==> src/nfcreg_pkg.sv <==
// nfcreg_pkg: register map, field masks, timing constants and carriers of the timer/mask bank
package nfcreg_pkg;

	// ==========================================================
	// register spaces and offsets
	localparam logic SPACE_A = 1'b0;
	localparam logic SPACE_B = 1'b1;
	localparam logic [5:0] OFF_PEER_WAIT = 6'h15; // space A
	localparam logic [5:0] OFF_MASK_MAIN = 6'h16; // space A
	localparam logic [5:0] OFF_MASK_TMR = 6'h17; // space A
	localparam logic [5:0] OFF_MASK_ERR = 6'h18; // space A
	localparam logic [5:0] OFF_MASK_TGT = 6'h19; // space A
	localparam logic [5:0] OFF_STAT_MAIN = 6'h1A; // space A, read clears
	localparam logic [5:0] OFF_STAT_TMR = 6'h1B;
	localparam logic [5:0] OFF_STAT_ERR = 6'h1C;
	localparam logic [5:0] OFF_STAT_TGT = 6'h1D;
	localparam logic [5:0] OFF_SQUELCH = 6'h0F; // space B
	localparam logic [5:0] OFF_GUARD = 6'h15; // space B
	localparam logic [5:0] OFF_CLR_MAIN = 6'h1A; // space B, write-only clear
	localparam logic [5:0] OFF_CLR_TMR = 6'h1B;
	localparam logic [5:0] OFF_CLR_ERR = 6'h1C;
	localparam logic [5:0] OFF_CLR_TGT = 6'h1D;

	// ==========================================================
	// reset values and implemented bits (unused bits read zero)
	localparam logic [7:0] RST_SQUELCH = 8'h00;
	localparam logic [7:0] RST_PEER_WAIT = 8'h80;
	localparam logic [7:0] RST_GUARD = 8'h33;
	localparam logic [7:0] RST_MASK = 8'h00;
	localparam logic [7:0] VALID_MAIN = 8'hFE;
	localparam logic [7:0] VALID_TMR = 8'hFF;
	localparam logic [7:0] VALID_ERR = 8'hFE;
	localparam logic [7:0] VALID_TGT = 8'hFB;
	localparam int BIT_TGT_PEER_WAIT = 7;
	localparam int BIT_TMR_GUARD = 1;
	localparam logic [7:0] SQT_SHORT_MAX = 8'h05;

	// ==========================================================
	// timing: carrier steps and clock-derived delays
	localparam int FC_STEP_PEER = 64;
	localparam int FC_STEP_MRT_FINE = 64;
	localparam int FC_STEP_MRT_COARSE = 512;
	localparam int FC_STEP_GUARD = 2048;
	localparam logic [10:0] PRE_LAST_PEER = 11'(FC_STEP_PEER - 1);
	localparam logic [10:0] PRE_LAST_FINE = 11'(FC_STEP_MRT_FINE - 1);
	localparam logic [10:0] PRE_LAST_COARSE = 11'(FC_STEP_MRT_COARSE - 1);
	localparam logic [10:0] PRE_LAST_GUARD = 11'(FC_STEP_GUARD - 1);
	localparam int CLK_KHZ = 20000;
	localparam int SQ_DELAY_US = 20;
	localparam int GUARD_BASE_US = 75;
	localparam int SQ_DELAY_CYC = (SQ_DELAY_US * CLK_KHZ + 999) / 1000;
	localparam int GUARD_BASE_CYC = (GUARD_BASE_US * CLK_KHZ + 999) / 1000;
	localparam logic [10:0] SQ_DLY_LAST = 11'(SQ_DELAY_CYC - 1);
	localparam logic [10:0] GUARD_BASE_LAST = 11'(GUARD_BASE_CYC - 1);

	// ==========================================================
	// carriers
	typedef struct packed {
		logic wr;
		logic rd;
		logic space;
		logic [5:0] addr;
		logic [7:0] wdata;
	} nfcreg_req_t;

	typedef struct packed {
		logic [7:0] main;
		logic [7:0] tmr;
		logic [7:0] err;
		logic [7:0] tgt;
	} nfcreg_irq_t;

	// ==========================================================
	// helpers
	function automatic logic hit(input nfcreg_req_t r, input logic sp, input logic [5:0] off);
		return (r.space == sp) && (r.addr == off);
	endfunction : hit

	// advance a {steps, prescaler} pair by one carrier tick
	function automatic logic [18:0] step_adv(input logic [10:0] pre, input logic [7:0] steps,
		input logic [10:0] last, input logic tick);
		logic [18:0] r;
		r = {steps, pre};
		if (tick)
		begin
			if (pre == last)
				r = {8'(steps + 8'h01), 11'h000};
			else
				r = {steps, 11'(pre + 11'h001)};
		end
		return r;
	endfunction : step_adv

endpackage : nfcreg_pkg

==> src/nfcreg_top.sv <==
// nfcreg_top: timer configuration, interrupt masks, status and the timers they steer
module nfcreg_top
(
	input wire logic clk_in, // 20 MHz clock
	input wire logic rst_in, // synchronous reset, high
	input wire logic ce_in, // clock enable, freezes all state
	input wire nfcreg_pkg::nfcreg_req_t req_in, // register access
	output logic [7:0] rdata_out, // read data, cycle after read
	output logic irq_out, // interrupt request level
	input wire nfcreg_pkg::nfcreg_irq_t events_in, // source event pulses
	input wire logic fc_tick_in, // one pulse per carrier period
	input wire logic active_peer_mode_in, // active peer mode selected
	input wire logic peer_wait_start_in, // start waiting for peer field
	input wire logic peer_field_on_in, // peer field detected
	output logic peer_wait_expired_out, // peer wait ran out
	input wire logic tx_end_in, // end of reader transmission
	input wire logic [7:0] mrt_in, // mask receive timer value
	input wire logic mrt_step_in, // mask receive step select
	output logic squelch_on_out, // squelch active
	output logic gain_lock_out, // squelch gain frozen for gain control
	input wire logic field_on_cmd_in, // field-on command started
	output logic guard_active_out, // guard interval running
	output logic guard_done_out // guard interval ended
);
	import nfcreg_pkg::*;

	typedef enum logic {PW_IDLE, PW_RUN} nfcreg_pw_t;
	typedef enum logic [1:0] {SQ_IDLE, SQ_DELAY, SQ_ON, SQ_LOCK} nfcreg_sq_t;
	typedef enum logic [1:0] {G_IDLE, G_BASE, G_STEP} nfcreg_gd_t;

	logic [7:0] peer_wait_q;
	logic [7:0] sqt_q;
	logic [7:0] guard_time_q;
	nfcreg_irq_t mask_q;
	nfcreg_irq_t stat_q;
	nfcreg_irq_t stat_d;
	nfcreg_irq_t ev_set;
	nfcreg_irq_t clr;
	logic [7:0] rdata_q;
	logic [7:0] rd_mux;

	// ==========================================================
	// register decode, two spaces share the address range
	wire wr_peer = req_in.wr && hit(req_in, SPACE_A, OFF_PEER_WAIT);
	wire wr_sqt = req_in.wr && hit(req_in, SPACE_B, OFF_SQUELCH);
	wire wr_guard = req_in.wr && hit(req_in, SPACE_B, OFF_GUARD);
	wire wr_mmain = req_in.wr && hit(req_in, SPACE_A, OFF_MASK_MAIN);
	wire wr_mtmr = req_in.wr && hit(req_in, SPACE_A, OFF_MASK_TMR);
	wire wr_merr = req_in.wr && hit(req_in, SPACE_A, OFF_MASK_ERR);
	wire wr_mtgt = req_in.wr && hit(req_in, SPACE_A, OFF_MASK_TGT);

	// status clears: a status read empties that register, a space B clear write clears the bits written
	wire rd_smain = req_in.rd && hit(req_in, SPACE_A, OFF_STAT_MAIN);
	wire rd_stmr = req_in.rd && hit(req_in, SPACE_A, OFF_STAT_TMR);
	wire rd_serr = req_in.rd && hit(req_in, SPACE_A, OFF_STAT_ERR);
	wire rd_stgt = req_in.rd && hit(req_in, SPACE_A, OFF_STAT_TGT);
	wire wr_cmain = req_in.wr && hit(req_in, SPACE_B, OFF_CLR_MAIN);
	wire wr_ctmr = req_in.wr && hit(req_in, SPACE_B, OFF_CLR_TMR);
	wire wr_cerr = req_in.wr && hit(req_in, SPACE_B, OFF_CLR_ERR);
	wire wr_ctgt = req_in.wr && hit(req_in, SPACE_B, OFF_CLR_TGT);

	// read multiplexer, unmapped addresses read zero
	assign rd_mux = hit(req_in, SPACE_A, OFF_PEER_WAIT) ? peer_wait_q :
		hit(req_in, SPACE_A, OFF_MASK_MAIN) ? mask_q.main :
		hit(req_in, SPACE_A, OFF_MASK_TMR) ? mask_q.tmr :
		hit(req_in, SPACE_A, OFF_MASK_ERR) ? mask_q.err :
		hit(req_in, SPACE_A, OFF_MASK_TGT) ? mask_q.tgt :
		hit(req_in, SPACE_A, OFF_STAT_MAIN) ? stat_q.main :
		hit(req_in, SPACE_A, OFF_STAT_TMR) ? stat_q.tmr :
		hit(req_in, SPACE_A, OFF_STAT_ERR) ? stat_q.err :
		hit(req_in, SPACE_A, OFF_STAT_TGT) ? stat_q.tgt :
		hit(req_in, SPACE_B, OFF_SQUELCH) ? sqt_q :
		hit(req_in, SPACE_B, OFF_GUARD) ? guard_time_q : 8'h00;

	// configuration and mask registers
	always_ff @(posedge clk_in)
	begin
		if (rst_in)
		begin
			peer_wait_q <= RST_PEER_WAIT;
			sqt_q <= RST_SQUELCH;
			guard_time_q <= RST_GUARD;
			mask_q <= {RST_MASK, RST_MASK, RST_MASK, RST_MASK};
		end
		else if (ce_in)
		begin
			if (wr_peer) peer_wait_q <= req_in.wdata;
			if (wr_sqt) sqt_q <= req_in.wdata;
			if (wr_guard) guard_time_q <= req_in.wdata;
			if (wr_mmain) mask_q.main <= req_in.wdata & VALID_MAIN;
			if (wr_mtmr) mask_q.tmr <= req_in.wdata & VALID_TMR;
			if (wr_merr) mask_q.err <= req_in.wdata & VALID_ERR;
			if (wr_mtgt) mask_q.tgt <= req_in.wdata & VALID_TGT;
		end
	end

	// read data stands only in the cycle after the strobe
	always_ff @(posedge clk_in)
	begin
		if (rst_in)
			rdata_q <= 8'h00;
		else if (ce_in)
			rdata_q <= req_in.rd ? rd_mux : 8'h00;
	end
	assign rdata_out = rdata_q;

	// ==========================================================
	// interrupt status: sticky, set wins over clear
	logic pw_exp_q;
	logic guard_done_q;
	assign ev_set.main = events_in.main & VALID_MAIN;
	assign ev_set.tmr = (events_in.tmr | (8'(guard_done_q) << BIT_TMR_GUARD)) & VALID_TMR;
	assign ev_set.err = events_in.err & VALID_ERR;
	assign ev_set.tgt = (events_in.tgt | (8'(pw_exp_q) << BIT_TGT_PEER_WAIT)) & VALID_TGT;
	assign clr.main = (rd_smain ? 8'hFF : 8'h00) | (wr_cmain ? req_in.wdata : 8'h00);
	assign clr.tmr = (rd_stmr ? 8'hFF : 8'h00) | (wr_ctmr ? req_in.wdata : 8'h00);
	assign clr.err = (rd_serr ? 8'hFF : 8'h00) | (wr_cerr ? req_in.wdata : 8'h00);
	assign clr.tgt = (rd_stgt ? 8'hFF : 8'h00) | (wr_ctgt ? req_in.wdata : 8'h00);
	assign stat_d.main = (stat_q.main & ~clr.main) | ev_set.main;
	assign stat_d.tmr = (stat_q.tmr & ~clr.tmr) | ev_set.tmr;
	assign stat_d.err = (stat_q.err & ~clr.err) | ev_set.err;
	assign stat_d.tgt = (stat_q.tgt & ~clr.tgt) | ev_set.tgt;

	always_ff @(posedge clk_in)
	begin
		if (rst_in)
			stat_q <= '0;
		else if (ce_in)
			stat_q <= stat_d;
	end

	// a mask bit at one hides its flag from the request line
	wire [7:0] pend_main = stat_q.main & ~mask_q.main;
	wire [7:0] pend_tmr = stat_q.tmr & ~mask_q.tmr;
	wire [7:0] pend_err = stat_q.err & ~mask_q.err;
	wire [7:0] pend_tgt = stat_q.tgt & ~mask_q.tgt;
	assign irq_out = |{pend_main, pend_tmr, pend_err, pend_tgt};

	// ==========================================================
	// peer field wait timer
	nfcreg_pw_t pw_state_q;
	logic [10:0] pw_pre_q;
	logic [7:0] pw_steps_q;
	wire [18:0] pw_adv = step_adv(pw_pre_q, pw_steps_q, PRE_LAST_PEER, fc_tick_in);

	always_ff @(posedge clk_in)
	begin
		if (rst_in)
		begin
			pw_state_q <= PW_IDLE;
			pw_pre_q <= 11'h000;
			pw_steps_q <= 8'h00;
			pw_exp_q <= 1'b0;
		end
		else if (ce_in)
		begin
			pw_exp_q <= 1'b0;
			case (pw_state_q)
				PW_IDLE:
					if (peer_wait_start_in && active_peer_mode_in)
					begin
						pw_state_q <= PW_RUN;
						pw_pre_q <= 11'h000;
						pw_steps_q <= 8'h00;
					end
				PW_RUN:
					if (peer_field_on_in || !active_peer_mode_in)
						pw_state_q <= PW_IDLE;
					else if (pw_steps_q == peer_wait_q)
					begin
						pw_exp_q <= 1'b1;
						pw_state_q <= PW_IDLE;
					end
					else
						{pw_steps_q, pw_pre_q} <= pw_adv;
				default:
					pw_state_q <= PW_IDLE;
			endcase
		end
	end
	assign peer_wait_expired_out = pw_exp_q;

	// ==========================================================
	// squelch window, counted in mask receive steps from end of transmit
	nfcreg_sq_t sq_state_q;
	logic [10:0] sq_dly_q;
	logic [10:0] sq_pre_q;
	logic [7:0] sq_steps_q;
	wire [10:0] mrt_last = mrt_step_in ? PRE_LAST_COARSE : PRE_LAST_FINE;
	wire [18:0] sq_adv = step_adv(sq_pre_q, sq_steps_q, mrt_last, fc_tick_in);
	wire mrt_hit = (sq_steps_q == mrt_in);
	// a short or over-long value falls back to the mask receive end
	wire sqt_long = (sqt_q > SQT_SHORT_MAX) && (sqt_q < mrt_in);

	always_ff @(posedge clk_in)
	begin
		if (rst_in)
		begin
			sq_state_q <= SQ_IDLE;
			sq_dly_q <= 11'h000;
			sq_pre_q <= 11'h000;
			sq_steps_q <= 8'h00;
		end
		else if (ce_in)
		begin
			if (tx_end_in)
			begin
				sq_state_q <= SQ_DELAY;
				sq_dly_q <= 11'h000;
				sq_pre_q <= 11'h000;
				sq_steps_q <= 8'h00;
			end
			else
				case (sq_state_q)
					SQ_DELAY:
					begin
						{sq_steps_q, sq_pre_q} <= sq_adv;
						if (mrt_hit)
							sq_state_q <= SQ_IDLE;
						else if (sq_dly_q == SQ_DLY_LAST)
							sq_state_q <= SQ_ON;
						else
							sq_dly_q <= 11'(sq_dly_q + 11'h001);
					end
					SQ_ON:
					begin
						{sq_steps_q, sq_pre_q} <= sq_adv;
						if (sqt_long && (sq_steps_q == sqt_q))
							sq_state_q <= SQ_LOCK;
						else if (mrt_hit)
							sq_state_q <= SQ_IDLE;
					end
					SQ_IDLE, SQ_LOCK:
						sq_state_q <= sq_state_q;
					default:
						sq_state_q <= SQ_IDLE;
				endcase
		end
	end
	// lock holds the reached gain until the next transmit end
	assign squelch_on_out = (sq_state_q == SQ_ON);
	assign gain_lock_out = (sq_state_q == SQ_LOCK);

	// ==========================================================
	// field-on guard: fixed base, then programmed carrier steps
	nfcreg_gd_t g_state_q;
	logic [10:0] g_base_q;
	logic [10:0] g_pre_q;
	logic [7:0] g_steps_q;
	wire [18:0] g_adv = step_adv(g_pre_q, g_steps_q, PRE_LAST_GUARD, fc_tick_in);

	always_ff @(posedge clk_in)
	begin
		if (rst_in)
		begin
			g_state_q <= G_IDLE;
			g_base_q <= 11'h000;
			g_pre_q <= 11'h000;
			g_steps_q <= 8'h00;
			guard_done_q <= 1'b0;
		end
		else if (ce_in)
		begin
			guard_done_q <= 1'b0;
			if (field_on_cmd_in)
			begin
				g_state_q <= G_BASE;
				g_base_q <= 11'h000;
			end
			else
				case (g_state_q)
					G_BASE:
						if (g_base_q == GUARD_BASE_LAST)
						begin
							g_state_q <= G_STEP;
							g_pre_q <= 11'h000;
							g_steps_q <= 8'h00;
						end
						else
							g_base_q <= 11'(g_base_q + 11'h001);
					G_STEP:
						if (g_steps_q == guard_time_q)
						begin
							guard_done_q <= 1'b1;
							g_state_q <= G_IDLE;
						end
						else
							{g_steps_q, g_pre_q} <= g_adv;
					G_IDLE:
						g_state_q <= G_IDLE;
					default:
						g_state_q <= G_IDLE;
				endcase
		end
	end
	assign guard_active_out = (g_state_q != G_IDLE);
	assign guard_done_out = guard_done_q;

	// ==========================================================
	// assertions
	property p_pw_expire;
		@(posedge clk_in) disable iff (rst_in)
		$rose(peer_wait_expired_out) |-> $past(pw_steps_q) == $past(peer_wait_q);
	endproperty
	a_pw_expire: assert property (p_pw_expire) else $error("peer wait expired early");

	property p_sq_delay;
		@(posedge clk_in) disable iff (rst_in)
		$rose(squelch_on_out) |-> $past(sq_dly_q) == SQ_DLY_LAST;
	endproperty
	a_sq_delay: assert property (p_sq_delay) else $error("squelch start delay wrong");

	property p_gain_lock;
		@(posedge clk_in) disable iff (rst_in)
		$rose(gain_lock_out) |-> ($past(sq_steps_q) == $past(sqt_q)) &&
			($past(sqt_q) > SQT_SHORT_MAX);
	endproperty
	a_gain_lock: assert property (p_gain_lock) else $error("gain lock at wrong step");

	property p_sq_mrt_end;
		@(posedge clk_in) disable iff (rst_in)
		$fell(squelch_on_out) && !gain_lock_out && !$past(tx_end_in)
			|-> $past(sq_steps_q) == $past(mrt_in);
	endproperty
	a_sq_mrt_end: assert property (p_sq_mrt_end) else $error("squelch ended off mrt");

	property p_guard_base;
		@(posedge clk_in) disable iff (rst_in)
		(g_state_q == G_BASE) ##1 (g_state_q == G_STEP) |-> $past(g_base_q) == GUARD_BASE_LAST;
	endproperty
	a_guard_base: assert property (p_guard_base) else $error("guard base length wrong");

	property p_guard_done;
		@(posedge clk_in) disable iff (rst_in)
		$rose(guard_done_out) |-> $past(g_steps_q) == $past(guard_time_q);
	endproperty
	a_guard_done: assert property (p_guard_done) else $error("guard ended at wrong step");

	property p_mask_all;
		@(posedge clk_in) disable iff (rst_in)
		(&(mask_q.main | ~VALID_MAIN)) && (&mask_q.tmr) && (&(mask_q.err | ~VALID_ERR)) &&
			(&(mask_q.tgt | ~VALID_TGT)) |-> !irq_out;
	endproperty
	a_mask_all: assert property (p_mask_all) else $error("masked flag raised irq");

	property p_unmasked;
		@(posedge clk_in) disable iff (rst_in)
		stat_q.tmr[BIT_TMR_GUARD] && !mask_q.tmr[BIT_TMR_GUARD] |-> irq_out;
	endproperty
	a_unmasked: assert property (p_unmasked) else $error("pending flag without irq");

	property p_rd_clear;
		@(posedge clk_in) disable iff (rst_in)
		ce_in && rd_smain && (events_in.main == 8'h00) |=> stat_q.main == 8'h00;
	endproperty
	a_rd_clear: assert property (p_rd_clear) else $error("status not cleared by read");

	property p_set_wins;
		@(posedge clk_in) disable iff (rst_in)
		ce_in && rd_serr && events_in.err[7] |=> stat_q.err[7];
	endproperty
	a_set_wins: assert property (p_set_wins) else $error("event lost under read clear");

	property p_space_b;
		@(posedge clk_in) disable iff (rst_in)
		ce_in && req_in.rd && hit(req_in, SPACE_B, OFF_GUARD) |=> rdata_out == $past(guard_time_q);
	endproperty
	a_space_b: assert property (p_space_b) else $error("space B read wrong");

endmodule : nfcreg_top

==> config.mk <==
export PLATFORM = sky130hd
export DESIGN_NAME = nfcreg_top
export DESIGN_NICKNAME = d
export VERILOG_FILES = /design/src/nfcreg_pkg.sv /design/src/nfcreg_top.sv
export SDC_FILE = /design/constraint.sdc
export NUM_CORES = 1
export LEC_CHECK = 0
export ABC_AREA = 1
export ABC_CLOCK_PERIOD_IN_PS = 5130
export BUFFER_PORTS_ARGS = -buffer_cell sky130_fd_sc_hd__buf_2
export CAP_MARGIN = 20
export CORE_ASPECT_RATIO = 0.5
export CORE_MARGIN = 3
export CORE_UTILIZATION = 35
export DETAILED_ROUTE_END_ITERATION = 12
export PLACE_DENSITY = 0.62
export RECOVER_POWER = 100
export SETUP_SLACK_MARGIN = 0.15
export SKIP_LAST_GASP = 1
export SLEW_MARGIN = 20
export SYNTH_ARGS = -nofsm -noshare
export SYNTH_HDL_FRONTEND = slang
export SYNTH_SLANG_ARGS = --single-unit
==> constraint.sdc <==
create_clock -name clk_in -period 5.13 [get_ports clk_in]
set_input_delay 0.7695 -clock clk_in [delete_from_list [all_inputs] [get_ports clk_in]]
set_output_delay 0.7695 -clock clk_in [all_outputs]
set_load 0.1 [all_outputs]
# Word-level counts from Yosys, hierarchy flattened
# Cells that the tools add are included.
[op_classes]
n_addsub = 8
n_lt_le_gt_ge = 2
eq_ne = 41
mux = 72
bitwise = 29
reduce_logical = 63
[op_table]
columns = ["cell", "n"]
rows = [
  ["8-bit two-way mux", 27],
  ["11-bit two-way mux", 14],
  ["19-bit two-way mux", 6],
  ["8-bit bitwise OR", 9],
  ["8-bit AND", 8],
  ["8-bit NOT", 8],
  ["11-bit by 1-bit adder with 11-bit output, second input constant", 5],
  ["6-bit by 5-bit equality test with 1-bit output, second input constant", 9],
  ["11-bit one-hot mux with 2 select lines", 2],
  ["1-bit logical AND", 33],
  ["8-bit equality test", 4],
  ["8-bit one-hot mux with 2 select lines", 2],
  ["32-bit OR reduction", 1],
  ["8-bit by 1-bit adder with 8-bit output, second input constant", 3],
  ["2-bit inequality test, second input constant", 12],
  ["11-bit equality test, second input constant", 2],
  ["2-bit two-way mux", 8],
  ["2-bit AND reduction", 7],
  ["2-bit nonzero test", 7],
  ["4-bit AND reduction", 3],
  ["6-bit AND reduction", 2],
  ["11-bit by 6-bit equality test with 1-bit output, second input constant", 1],
  ["11-bit by 9-bit equality test with 1-bit output", 1],
  ["11-bit by 9-bit equality test with 1-bit output, second input constant", 1],
  ["other kinds (22)", 40],
]
[word_totals]
regBits = 179
inputBits = 67
output_inout_bits = 14

# Longest topological paths before layout
# Gate-level depths: netlist of the first run.
[logic_depth]
depth_word = 14
mapped_depth = 15
ltp_nobuf = 15

# Worst setup path after synthesis of the first run
# No wires, ideal clock.
[synth_path]
kind = "flip-flop to output port"
start = "reg mask_q[30] (netlist name)"
end = "out irq_out"
arrival_time_ps = 1801
path_slack_ps = 2560
stages_incl_launch_ff = 7
path_cell_list = "dfxtp_1 -> inv_1 -> a22o_1 -> a221oi_1 -> nand4_1 -> nor2_1 -> nand4_1"
[synth_via]
elab_chain_cells = 3
[synth_rtl]
columns = ["item", "line", "source"]
rows = [
  ["from (decl)", "nfcreg_top.sv:34", "nfcreg_irq_t mask_q;"],
  ["from (signal assigned)", "nfcreg_top.sv:83", "mask_q <= {RST_MASK, RST_MASK, RST_MASK, RST_MASK};"],
  ["8-bit NOT", "nfcreg_top.sv:133", "wire [7:0] pend_main = stat_q.main & ~mask_q.main;"],
  ["8-bit AND", "nfcreg_top.sv:133", ""],
  ["32-bit OR reduction", "nfcreg_top.sv:137", "assign irq_out = |{pend_main, pend_tmr, pend_err, pend_tgt};"],
  ["to (decl)", "nfcreg_top.sv:9", "output logic irq_out,"],
]
# No other way between the ends.

==> summary.md, run 1 <==
| Metric | Value |
|---|---|
| Status | finished, final reports clean |
| CTS Buffer Depth | 2 |
| Setup crit start | rst_in |
| Antenna viol nets, final | 0 |
| Place WS | 2.065 ns |
| Post-Syn Area | between 9000 and 10000 sq um |
| Area Overhead vs Synth | 12.43% |
| Die W | 242.6 um |
| Async SR Flop Fraction | 0% |
| Static leakage | approximately 4.3 nW |
| Crit Path Category | input port to register |
| DRC Markers | 0 |
| Worst setup margin | between 1.5 and 2 ns |
| Total gr overflow | 0 |
| Cts hold-fix bufs | 0 |
| Layout Skew | about 0.008 ns |
| Final worst path period share | approximately 70% |
| Commonest non-fill, non-tap cells in the layout | nand2_1, inv_1, dfxtp_1 |
| Crit path launch type | input port |
| Distinct cell type count after synthesis | 48 |
| Post-synth EDFFs | 0 |
| Slew Viols, Final | 0 |
| Yosys reg bits | about 180 |
| Fin. Hold Viols | 0 |
| First DRT Iteration DRCs | 940 |
| Routed wire length | 28710 um |
| Met3 wire len | between 1000 and 1500 um |
| Core box area | approximately 27000 sq um |
| Prevailing post-synth register cell | dfxtp_1 |
| Resized cells post-CTS | 0 |
| Setup Buffers After CTS | 0 |
| Syn nets | approximately 1600 |
| Via density | between 5 and 6 |
| Largest net degree at the start of global routing | 73 |
| RSZ-0062 raised after global routing | false |
| Num Clock Sinks | between 150 and 200 |
| Worst slew pin tran | roughly 1.4 ns |
| CP Max Fanout | 62 |
| Max_cap viols | 0 |
| H-Tree Depth | 4 |
| Final non-filler cell area | ~11000 sq um |
| CTS tree | built |
| Slew margin rel. | 5.276% |
| RR Startpoint | g_base_q[0] |
| Number of global-route vias before repair | slightly below 9000 |
| Antenna cells | 0 |
| Port bufs | 77 |
| First-pass GRT wire length | roughly 46000 um |
| Mapped Cells | 1483 |
| Sequential-to-total area share from yosys stat | 36.59% |
| Worst Hold Class | register to register |
| Fin Setup TNS | 0 ns |
| Worst-skew pair later-pin latency | about 0.45 ns |
| DPL Wire Length | 21280 um |
| Top Layer Used | met4 |
| Cell Count, Final, Fillers Out | ~1900 |
| GRT Total Usage | approximately a fifth |
| Max Fclk | 278.9 MHz |
| DR WL/cell | 14.92 um |
| PD cells | roughly 280 nW/um^2 |
| Worst VDD drop | about 0.16 mV |
| Yosys warning total | 0 |
| Min Tclk post-route | about 3.6 ns |
| Vias | 9651 |
| Setup violators final | 0 |
| CP required | between 5 and 6 ns |
| Top post-synthesis cells by area | dfxtp_1, nand2_1, a21oi_1, inv_1, o21ai_0 |
| Synth area leader | dfxtp_1 |
| Met2 routed WL | roughly 12000 um |
| Layout cells sized above 1 | 7.350% |
| Nets@finish | between 1500 and 2000 |
| Die area | 30150 sq um |
| Iteration count of the initial detailed-routing pass | 6 |
| Worst-path clk slew | approximately 0.070 ns |
| Fill count | a little under 3000 |
| IO Pins | roughly 80 |
| Routability cong. | between 0.9 and 1 |
| Commonest non-fill, non-tap cell in the layout | nand2_1 |
| Antenna violations before repair | 0 |
| Placed Area | 10480 sq um |
| Mean Syn Cell Area | between 6 and 7 sq um |
| Hold Startpoint | g_pre_q[9] |
| Placed cells | ~1900 |
| Initial core utilization | 36.33% |
| Row cnt | 42 |
| Crit end category | register |
| Die H | roughly 120 um |
| Clock root buffer | clkbuf_16 |
| WP data arrival | a little under 4 ns |
| CTS buffer count | 17 |
| Final Total Pwr | 3.102 mW |
| M1 WL | 14240 um |
| Synth top area share | a little over a third |
-- final timing paths --
kind / slack [ns] / end / cells past startpoint
max: 1.54 / sq_steps_q[2] / 7
min: 0.47 / g_pre_q[9] / 2
max reg2reg: 2.45 / g_pre_q[3] / 10
min reg2reg: 0.47 / g_pre_q[9] / 2
-- layer usage --
layer / vias to the layer above / global-route usage [%]
li1: 4973 / -
met1: 4381 / 27.04
met2: 256 / 29.00
met3: 41 / 3.764
met4: 0 / 5.647
met5: - / 0
-- flip-flops by register name, indices dropped and copies added, names as in the netlist --
name / cells
g_state_q: 2
sq_pre_q: 11
guard_time_q: 8
mask_q: 29
g_pre_q: 11
peer_wait_q: 8
sqt_q: 8
stat_q: 32
g_base_q: 11
pw_steps_q: 8
pw_pre_q: 11
peer_wait_expired_out: 1
rdata_out: 8
sq_state_q: 2
pw_state_q: 1
g_steps_q: 8
sq_dly_q: 11
sq_steps_q: 8
guard_done_out: 1
-- layout make-up --
cell class                 count  area [sq um]  area share [%]
clock inverter                13         157.7           1.432
sequential                   179          3583           32.54
multi-input combinational   1061          5228           47.47
tap                          374         467.9           4.250
clock buffer                  18         439.2           3.988
timing repair buffer          80         385.4           3.500
inverter                     200         750.7           6.817
-- per-stage QoR --
step | hold WS [ns] | utilization, %
3_5_place_dp | 0.4559 | 38.86
5_1_grt | 0.4833 | 40.85
6_report | 0.4657 | 40.85
3_3_place_gp | 0.4520 | 38.86
4_1_cts | 0.4655 | 41.07
2_1_floorplan | 0.4316 | -
-- synthesized netlist by cell type (2+ instances only) --
cell / count
dfxtp_1: 179
nor3_4: 2
xor2_1: 15
o21ai_0: 128
nor4_1: 6
nor2_1: 126
nor3_2: 3
nor3_1: 33
inv_1: 193
ha_1: 21
o21ai_2: 4
nand3_2: 2
nor2_2: 5
nand2_1: 375
a211oi_1: 14
nand3_1: 76
buf_2: 11
inv_2: 4
o21ai_1: 5
o21a_1: 6
xnor2_1: 16
o2111ai_1: 2
clkinv_1: 3
nand4_1: 34
buf_1: 3
nand3b_1: 3
o22ai_1: 4
o211ai_1: 5
a221oi_1: 4
a22o_1: 3
o21bai_1: 3
nor3b_1: 4
a21oi_1: 148
clkbuf_1: 25
buf_4: 3
a31oi_1: 3
-- report_power, final --
| part | switching, mW | internal [mW] |
|---|---|---|
| clock | 0.579 | 0.775 |
| sequential | 0.0297 | 1.42 |
| combinational | 0.214 | 0.0844 |
-- critical path, cell delays in order --
cell and delay, ns:
buf_2 0.07, clkbuf_2 1.01, inv_1 1.10, nand2_2 0.65, o21ai_0 0.18, nand2_1 0.10, inv_1 0.03
-- logic make-up (layout without fill, tap and decap cells) --
kind of cell | count (synthesis) | count (layout) | synth area share (%)
DFF | 179 | 179 | 36.59
buffers and inverters | 243 | 311 | 9.645
adders and majority gates | 21 | 21 | 2.683
and+or+nand+nor | 677 | 677 | 29.89
xor gates and xnor gates | 31 | 31 | 2.772
AOI/OAI and AO/OA | 332 | 332 | 18.42
Power figures use the tool's default switching activity.
==> run 2: changes to the inputs <==
--- a/config.mk
+++ b/config.mk
@@ -6,7 +6,7 @@
 export NUM_CORES = 1
 export LEC_CHECK = 0
 export ABC_AREA = 1
-export ABC_CLOCK_PERIOD_IN_PS = 5130
+export ABC_CLOCK_PERIOD_IN_PS = 3800
 export BUFFER_PORTS_ARGS = -buffer_cell sky130_fd_sc_hd__buf_2
 export CAP_MARGIN = 20
 export CORE_ASPECT_RATIO = 0.5
==> constraint.sdc (replaced) <==
create_clock -name clk_in -period 3.8 [get_ports clk_in]
set_input_delay 0.57 -clock clk_in [delete_from_list [all_inputs] [get_ports clk_in]]
set_output_delay 0.57 -clock clk_in [all_outputs]
set_load 0.1 [all_outputs]
==> summary.md, run 2 (synthesis results as in run 1) <==
| Metric | Value |
|---|---|
| Antenna viol nets, final | 0 (unchanged) |
| Largest net degree at the start of global routing | 62 (was 73) |
| Resized cells post-CTS | 0 (unchanged) |
| Nets@finish | 1632 (was 1627) |
| Status | finished, final reports clean (unchanged) |
| Max Fclk | roughly 350 MHz |
| Port bufs | 77 (unchanged) |
| Vias | 9760 (was 9651) |
| Core box area | 26960 sq um (unchanged) |
| Routability cong. | 0.9687 (was 0.9516) |
| Worst-skew pair later-pin latency | 0.45 ns (about the same) |
| Placed cells | 1899 (was 1894) |
| Layout Skew | 0.009008 ns (was 0.008230 ns) |
| CP required | 4.12 ns (was 5.48 ns) |
| Setup Buffers After CTS | 0 (unchanged) |
| PD cells | 379.7 nW/um^2 (was 281.7 nW/um^2) |
| Reg with most FFs | stat_q (unchanged) |
| Setup violators final | 0 (unchanged) |
| Crit Path Category | input port to register (unchanged) |
| Worst-path clk slew | 0.07 ns (about the same) |
| Final Total Pwr | 4.196 mW (was 3.102 mW) |
| Max_cap viols | 0 (unchanged) |
| Largest register FFs | 32 (unchanged) |
| First-pass GRT wire length | 46170 um (was 46060 um) |
| DR WL/cell | 15.07 um (was 14.92 um) |
| Cell Count, Final, Fillers Out | 1931 (was 1925) |
| Row cnt | 42 (unchanged) |
| Worst Hold Class | input port to register (was register to register) |
| Antenna violations before repair | 0 (unchanged) |
| RSZ-0062 raised after global routing | false (unchanged) |
| Routed wire length | 29100 um (was 28710 um) |
| Static leakage | 4.356 nW (was 4.334 nW) |
| Iteration count of the initial detailed-routing pass | 5 (was 6) |
| Antenna cells | 0 (unchanged) |
| Biggest registers after layout | stat_q (32), mask_q (29) (unchanged) |
| Cts hold-fix bufs | 0 (unchanged) |
| DPL Wire Length | 21670 um (was 21280 um) |
| CTS Buffer Depth | 2 (unchanged) |
| Die W | 242.6 um (unchanged) |
| CP Max Fanout | 30 (was 62) |
| WHS | 0.3675 ns (was 0.4657 ns) |
| H-Tree Depth | 4 (unchanged) |
| Die H | 124.3 um (unchanged) |
| Final worst path period share | 76.10% |
| First DRT Iteration DRCs | 815 (was 940) |
| Via density | 5.054 (was 5.014) |
| CTS tree | built (unchanged) |
| Fill count | 2891 (was 2904) |
| Worst slew pin tran | 1.232 ns (was 1.419 ns) |
| Num Clock Sinks | 179 (unchanged) |
| Die area | 30150 sq um (unchanged) |
| Initial core utilization | 36.33% (unchanged) |
| Fin. Hold Viols | 0 (unchanged) |
| Number of global-route vias before repair | 8802 (was 8693) |
| Slew Viols, Final | 0 (unchanged) |
| Area Overhead vs Synth | 12.83% (was 12.43%) |
| Slew margin rel. | 18.22% (was 5.276%) |
| Min Tclk post-route | 2.892 ns |
| Fin Setup TNS | 0 ns (unchanged) |
| WP data arrival | 3.21 ns (was 3.94 ns) |
| Worst VDD drop | 0.2256 mV (was 0.1634 mV) |
| IO Pins | 81 (unchanged) |
| Commonest non-fill, non-tap cell in the layout | nand2_1 (unchanged) |
| CTS buffer count | 17 (unchanged) |
| Crit path launch type | input port (unchanged) |
| Commonest non-fill, non-tap cells in the layout | nand2_1, inv_1, dfxtp_1 (unchanged) |
| Layout cells sized above 1 | 7.514% (was 7.350%) |
| GRT Total Usage | 19.18% (was 18.98%) |
| Total gr overflow | 0 (unchanged) |
| Crit end category | register (unchanged) |
| Clock root buffer | clkbuf_16 (unchanged) |
| DRC Markers | 0 (unchanged) |
run 2: cell count changes in the layout (fill, tap and decap cells not counted), moves of 3 or more:
cell / before / now
clkbuf_1: 16 / 19
buf_4: 2 / 6
clkinv_2: 4 / 1
clkinv_4: 0 / 3
run 2: where the power goes:
part / total (mW) / internal (mW) / switching, mW
registers: 1.96 / 1.92 / 0.0399
clock network: 1.83 / 1.06 / 0.779
logic: 0.405 / 0.115 / 0.290
total: 4.20 / 3.09 / 1.11
run 2: stage by stage:
step / instance area [sq um] / setup slack (ns) / util, %
after floorplan: 9794 / 1.429 / -
after global placement: 10510 / 0.6657 / 39.00
after detailed placement: 10510 / 0.6789 / 39.00
after CTS: 11120 / 1.130 / 41.24
after global routing: 11050 / 0.5862 / 40.99
final: 11050 / 0.9083 / 40.99
run 2: final cells by class:
| class | count | area, sq um | share of cell area, % |
|---|---|---|---|
| inverters | 200 | 750.7 | 6.793 |
| flip-flops and latches | 179 | 3583 | 32.43 |
| clock inverters | 11 | 152.6 | 1.381 |
| well taps | 374 | 467.9 | 4.235 |
| repair buffers | 85 | 420.4 | 3.804 |
| multi-input cells | 1061 | 5225 | 47.28 |
| clock buffers | 21 | 450.4 | 4.076 |
run 2: worst max-delay path: stages:
cell      delay, ns
buf_2          0.36
clkbuf_1       0.93
nand2_1        0.12
clkinv_1       0.29
nand3_1        0.47
o21ai_0        0.39
a21oi_1        0.06
run 2: final timing paths:
path / startpoint / end / slack, ns / cells past startpoint
min: events_in[23] / stat_q[23] / 0.37 / 3
min reg2reg: stat_q[28] / stat_q[28] / 0.47 / 2
max reg2reg: g_base_q[0] / g_pre_q[3] / 1.03 / 10
max: ce_in / guard_time_q[3] / 0.91 / 7
run 2: layer usage:
metal | part of all wire [%] | track usage (%) | vias to the layer above
met2 | 44 | 29.69 | 257
met3 | 5.8 | 3.958 | 35
met5 | 0 | 0 | -
li1 | - | - | 4995
met1 | 48 | 26.73 | 4473
met4 | 1.8 | 6.208 | 0
==> run 3: changes to the inputs <==
--- a/config.mk
+++ b/config.mk
@@ -6,14 +6,14 @@
 export NUM_CORES = 1
 export LEC_CHECK = 0
 export ABC_AREA = 1
-export ABC_CLOCK_PERIOD_IN_PS = 3800
+export ABC_CLOCK_PERIOD_IN_PS = 2400
 export BUFFER_PORTS_ARGS = -buffer_cell sky130_fd_sc_hd__buf_2
 export CAP_MARGIN = 20
 export CORE_ASPECT_RATIO = 0.5
 export CORE_MARGIN = 3
 export CORE_UTILIZATION = 35
 export DETAILED_ROUTE_END_ITERATION = 12
-export PLACE_DENSITY = 0.62
+export PLACE_DENSITY = 0.64
 export RECOVER_POWER = 100
 export SETUP_SLACK_MARGIN = 0.15
 export SKIP_LAST_GASP = 1
==> constraint.sdc (replaced) <==
create_clock -name clk_in -period 2.4 [get_ports clk_in]
set_input_delay 0.36 -clock clk_in [delete_from_list [all_inputs] [get_ports clk_in]]
set_output_delay 0.36 -clock clk_in [all_outputs]
set_load 0.1 [all_outputs]
==> summary.md, run 3 (synthesis results as in run 1) <==
| Metric | Value |
|---|---|
| Total gr overflow | 0 (unchanged) |
| IO Pins | 81 (unchanged) |
| CP required | 2.04 ns (was 4.12 ns) |
| Max_cap viols | 0 (unchanged) |
| Port bufs | 77 (unchanged) |
| Register Area | 3591 sq um (was 3583 sq um) |
| DR WL/cell | 14.81 um (was 15.07 um) |
| Biggest registers after layout | stat_q (32), mask_q (29) (unchanged) |
| Cell Count, Final, Fillers Out | 1952 (was 1931) |
| RSZ-0062 raised after global routing | true (was false) |
| Worst slew pin tran | 1.235 ns (was 1.232 ns) |
| Layout Skew | 0.01159 ns (was 0.009008 ns) |
| Antenna cells | 0 (unchanged) |
| GRT Total Usage | 19.07% (was 19.18%) |
| Worst VDD drop | 0.5665 mV (was 0.2256 mV) |
| Worst-skew pair later-pin latency | 0.45 ns (about the same) |
| First-pass GRT wire length | 46310 um (was 46170 um) |
| Worst setup margin | 0.1281 ns (was 0.9083 ns) |
| Fill count | 2905 (was 2891) |
| Routed wire length | 28900 um (was 29100 um) |
| RR Startpoint | sq_state_q[0] (was g_base_q[0]) |
| Final worst path period share | between 90% and 100% |
| Die area | 30150 sq um (unchanged) |
| Initial core utilization | 36.33% (unchanged) |
| Crit path launch type | register (was input port) |
| WHS | 0.1643 ns (was 0.3675 ns) |
| Via density | 4.986 (was 5.054) |
| Routability cong. | 0.9778 (was 0.9687) |
| Reg2reg end | sq_steps_q[7] (was g_pre_q[3]) |
| CP Max Fanout | 2 (was 30) |
| Placed Area | 10670 sq um (was 10510 sq um) |
| CTS tree | built (unchanged) |
| First DRT Iteration DRCs | 795 (was 815) |
| WP data arrival | 1.91 ns (was 3.21 ns) |
| CTS Buffer Depth | 2 (unchanged) |
| PD cells | 600.4 nW/um^2 (was 379.7 nW/um^2) |
| CTS buffer count | 17 (unchanged) |
| Setup violators final | 0 (unchanged) |
| Row cnt | 42 (unchanged) |
| Final non-filler cell area | 11300 sq um (was 11050 sq um) |
| GR Layer Usage met1 | 26.86% (was 26.73%) |
| Number of global-route vias before repair | 8840 (was 8802) |
| Die W | 242.6 um (unchanged) |
| Register-to-Register Path Depth | 9 (was 10) |
| Worst Hold Class | input port to register (unchanged) |
| Iteration count of the initial detailed-routing pass | 5 (unchanged) |
| Place WS | 0.1802 ns (was 0.6789 ns) |
| Clock root buffer | clkbuf_16 (unchanged) |
| Status | finished, final reports clean (unchanged) |
| Largest register FFs | 32 (unchanged) |
| Vias | 9733 (was 9760) |
| DPL Wire Length | 21780 um (was 21670 um) |
| Final core occ | 41.91% (was 40.99%) |
| Reg with most FFs | stat_q (unchanged) |
| Slew Viols, Final | 0 (unchanged) |
| Layout cells sized above 1 | 9.886% (was 7.514%) |
| GRT busiest layer | met2 (unchanged) |
| Multi-input logic area | 5278 sq um (was 5225 sq um) |
| H-Tree Depth | 4 (unchanged) |
| Area Overhead vs Synth | 15.34% (was 12.83%) |
| Min Tclk post-route | 2.272 ns |
| Setup crit start | stat_q[28] (was ce_in) |
| Antenna violations before repair | 1 (was 0) |
| Final Total Pwr | 6.783 mW (was 4.196 mW) |
| Cts hold-fix bufs | 0 (unchanged) |
| Num Clock Sinks | 179 (unchanged) |
| Reg2reg setup slack | 0.23 ns (was 1.03 ns) |
| Largest net degree at the start of global routing | 62 (unchanged) |
| Max Fclk | about 440 MHz |
| Global-route met3 utilization | 3.334% (was 3.958%) |
| Worst-path clk slew | 0.07 ns (about the same) |
| Commonest non-fill, non-tap cell in the layout | nand2_1 (unchanged) |
| Critical Path Sink | irq_out (was guard_time_q[3]) |
| Die H | 124.3 um (unchanged) |
| Fin. Hold Viols | 0 (unchanged) |
| Nets@finish | 1655 (was 1632) |
| Core box area | 26960 sq um (unchanged) |
| Antenna viol nets, final | 0 (unchanged) |
| Placed cells | 1920 (was 1899) |
| DRC Markers | 0 (unchanged) |
| Met2 usage | 29.49% (was 29.69%) |
| Slew margin rel. | 18.04% (was 18.22%) |
| Crit Path Category | register to output port (was input port to register) |
| Commonest non-fill, non-tap cells in the layout | nand2_1, inv_1, dfxtp_1 (unchanged) |
| Crit end category | output port (was register) |
| Static leakage | 4.516 nW (was 4.356 nW) |
| Fin Setup TNS | 0 ns (unchanged) |
-- run 3: worst min-delay path by stage --
stage | start | to | slack [ns] | depth (start not counted)
detailed placement | rdata_out[7] | rdata_out[7] | 0.45 | 2
CTS | events_in[4] | stat_q[4] | 0.14 | 3
finish | events_in[30] | stat_q[30] | 0.16 | 3
global placement | stat_q[7] | stat_q[7] | 0.45 | 2
global route | events_in[28] | stat_q[28] | 0.15 | 3
floorplan | stat_q[24] | stat_q[24] | 0.43 | 2
-- run 3: power breakdown --
group | total [mW] | internal, mW | switching (mW)
Clock | 3.01 | 1.77 | 1.24
Combinational | 0.675 | 0.206 | 0.469
Sequential | 3.10 | 3.03 | 0.0633
Total | 6.78 | 5.01 | 1.77
-- run 3: cell type report --
| cell class | instances | area share [%] |
|---|---|---|
| clock inverter | 11 | 1.595 |
| multi-input combinational | 1061 | 46.72 |
| clock buffer | 19 | 3.921 |
| inverter | 200 | 6.645 |
| timing repair buffer | 108 | 5.194 |
| sequential | 179 | 31.79 |
| tap | 374 | 4.142 |
-- run 3: repair_timing --
item                                    CTS  global route
endpoints found under the setup margin    1            29
pin swaps                                 2             6
buffers inserted                          1             1
endpoints found under the hold margin     0             0
resized for setup                         9            17
-- run 3: routing by layer --
layer,wire length [um],vias to the layer above
met5,13,-
met4,612,2
met3,1601,52
met2,12470,235
met1,14210,4405
li1,-,5039
-- run 3: critical path, cell delays in order (launching register included) --
cell and delay (ns):
dfxtp_1 0.31, inv_1 0.10, o21ai_1 0.08, a221oi_2 0.22, nand4_1 0.12, nor2_1 0.17, nand4_1 0.19, buf_6 0.25
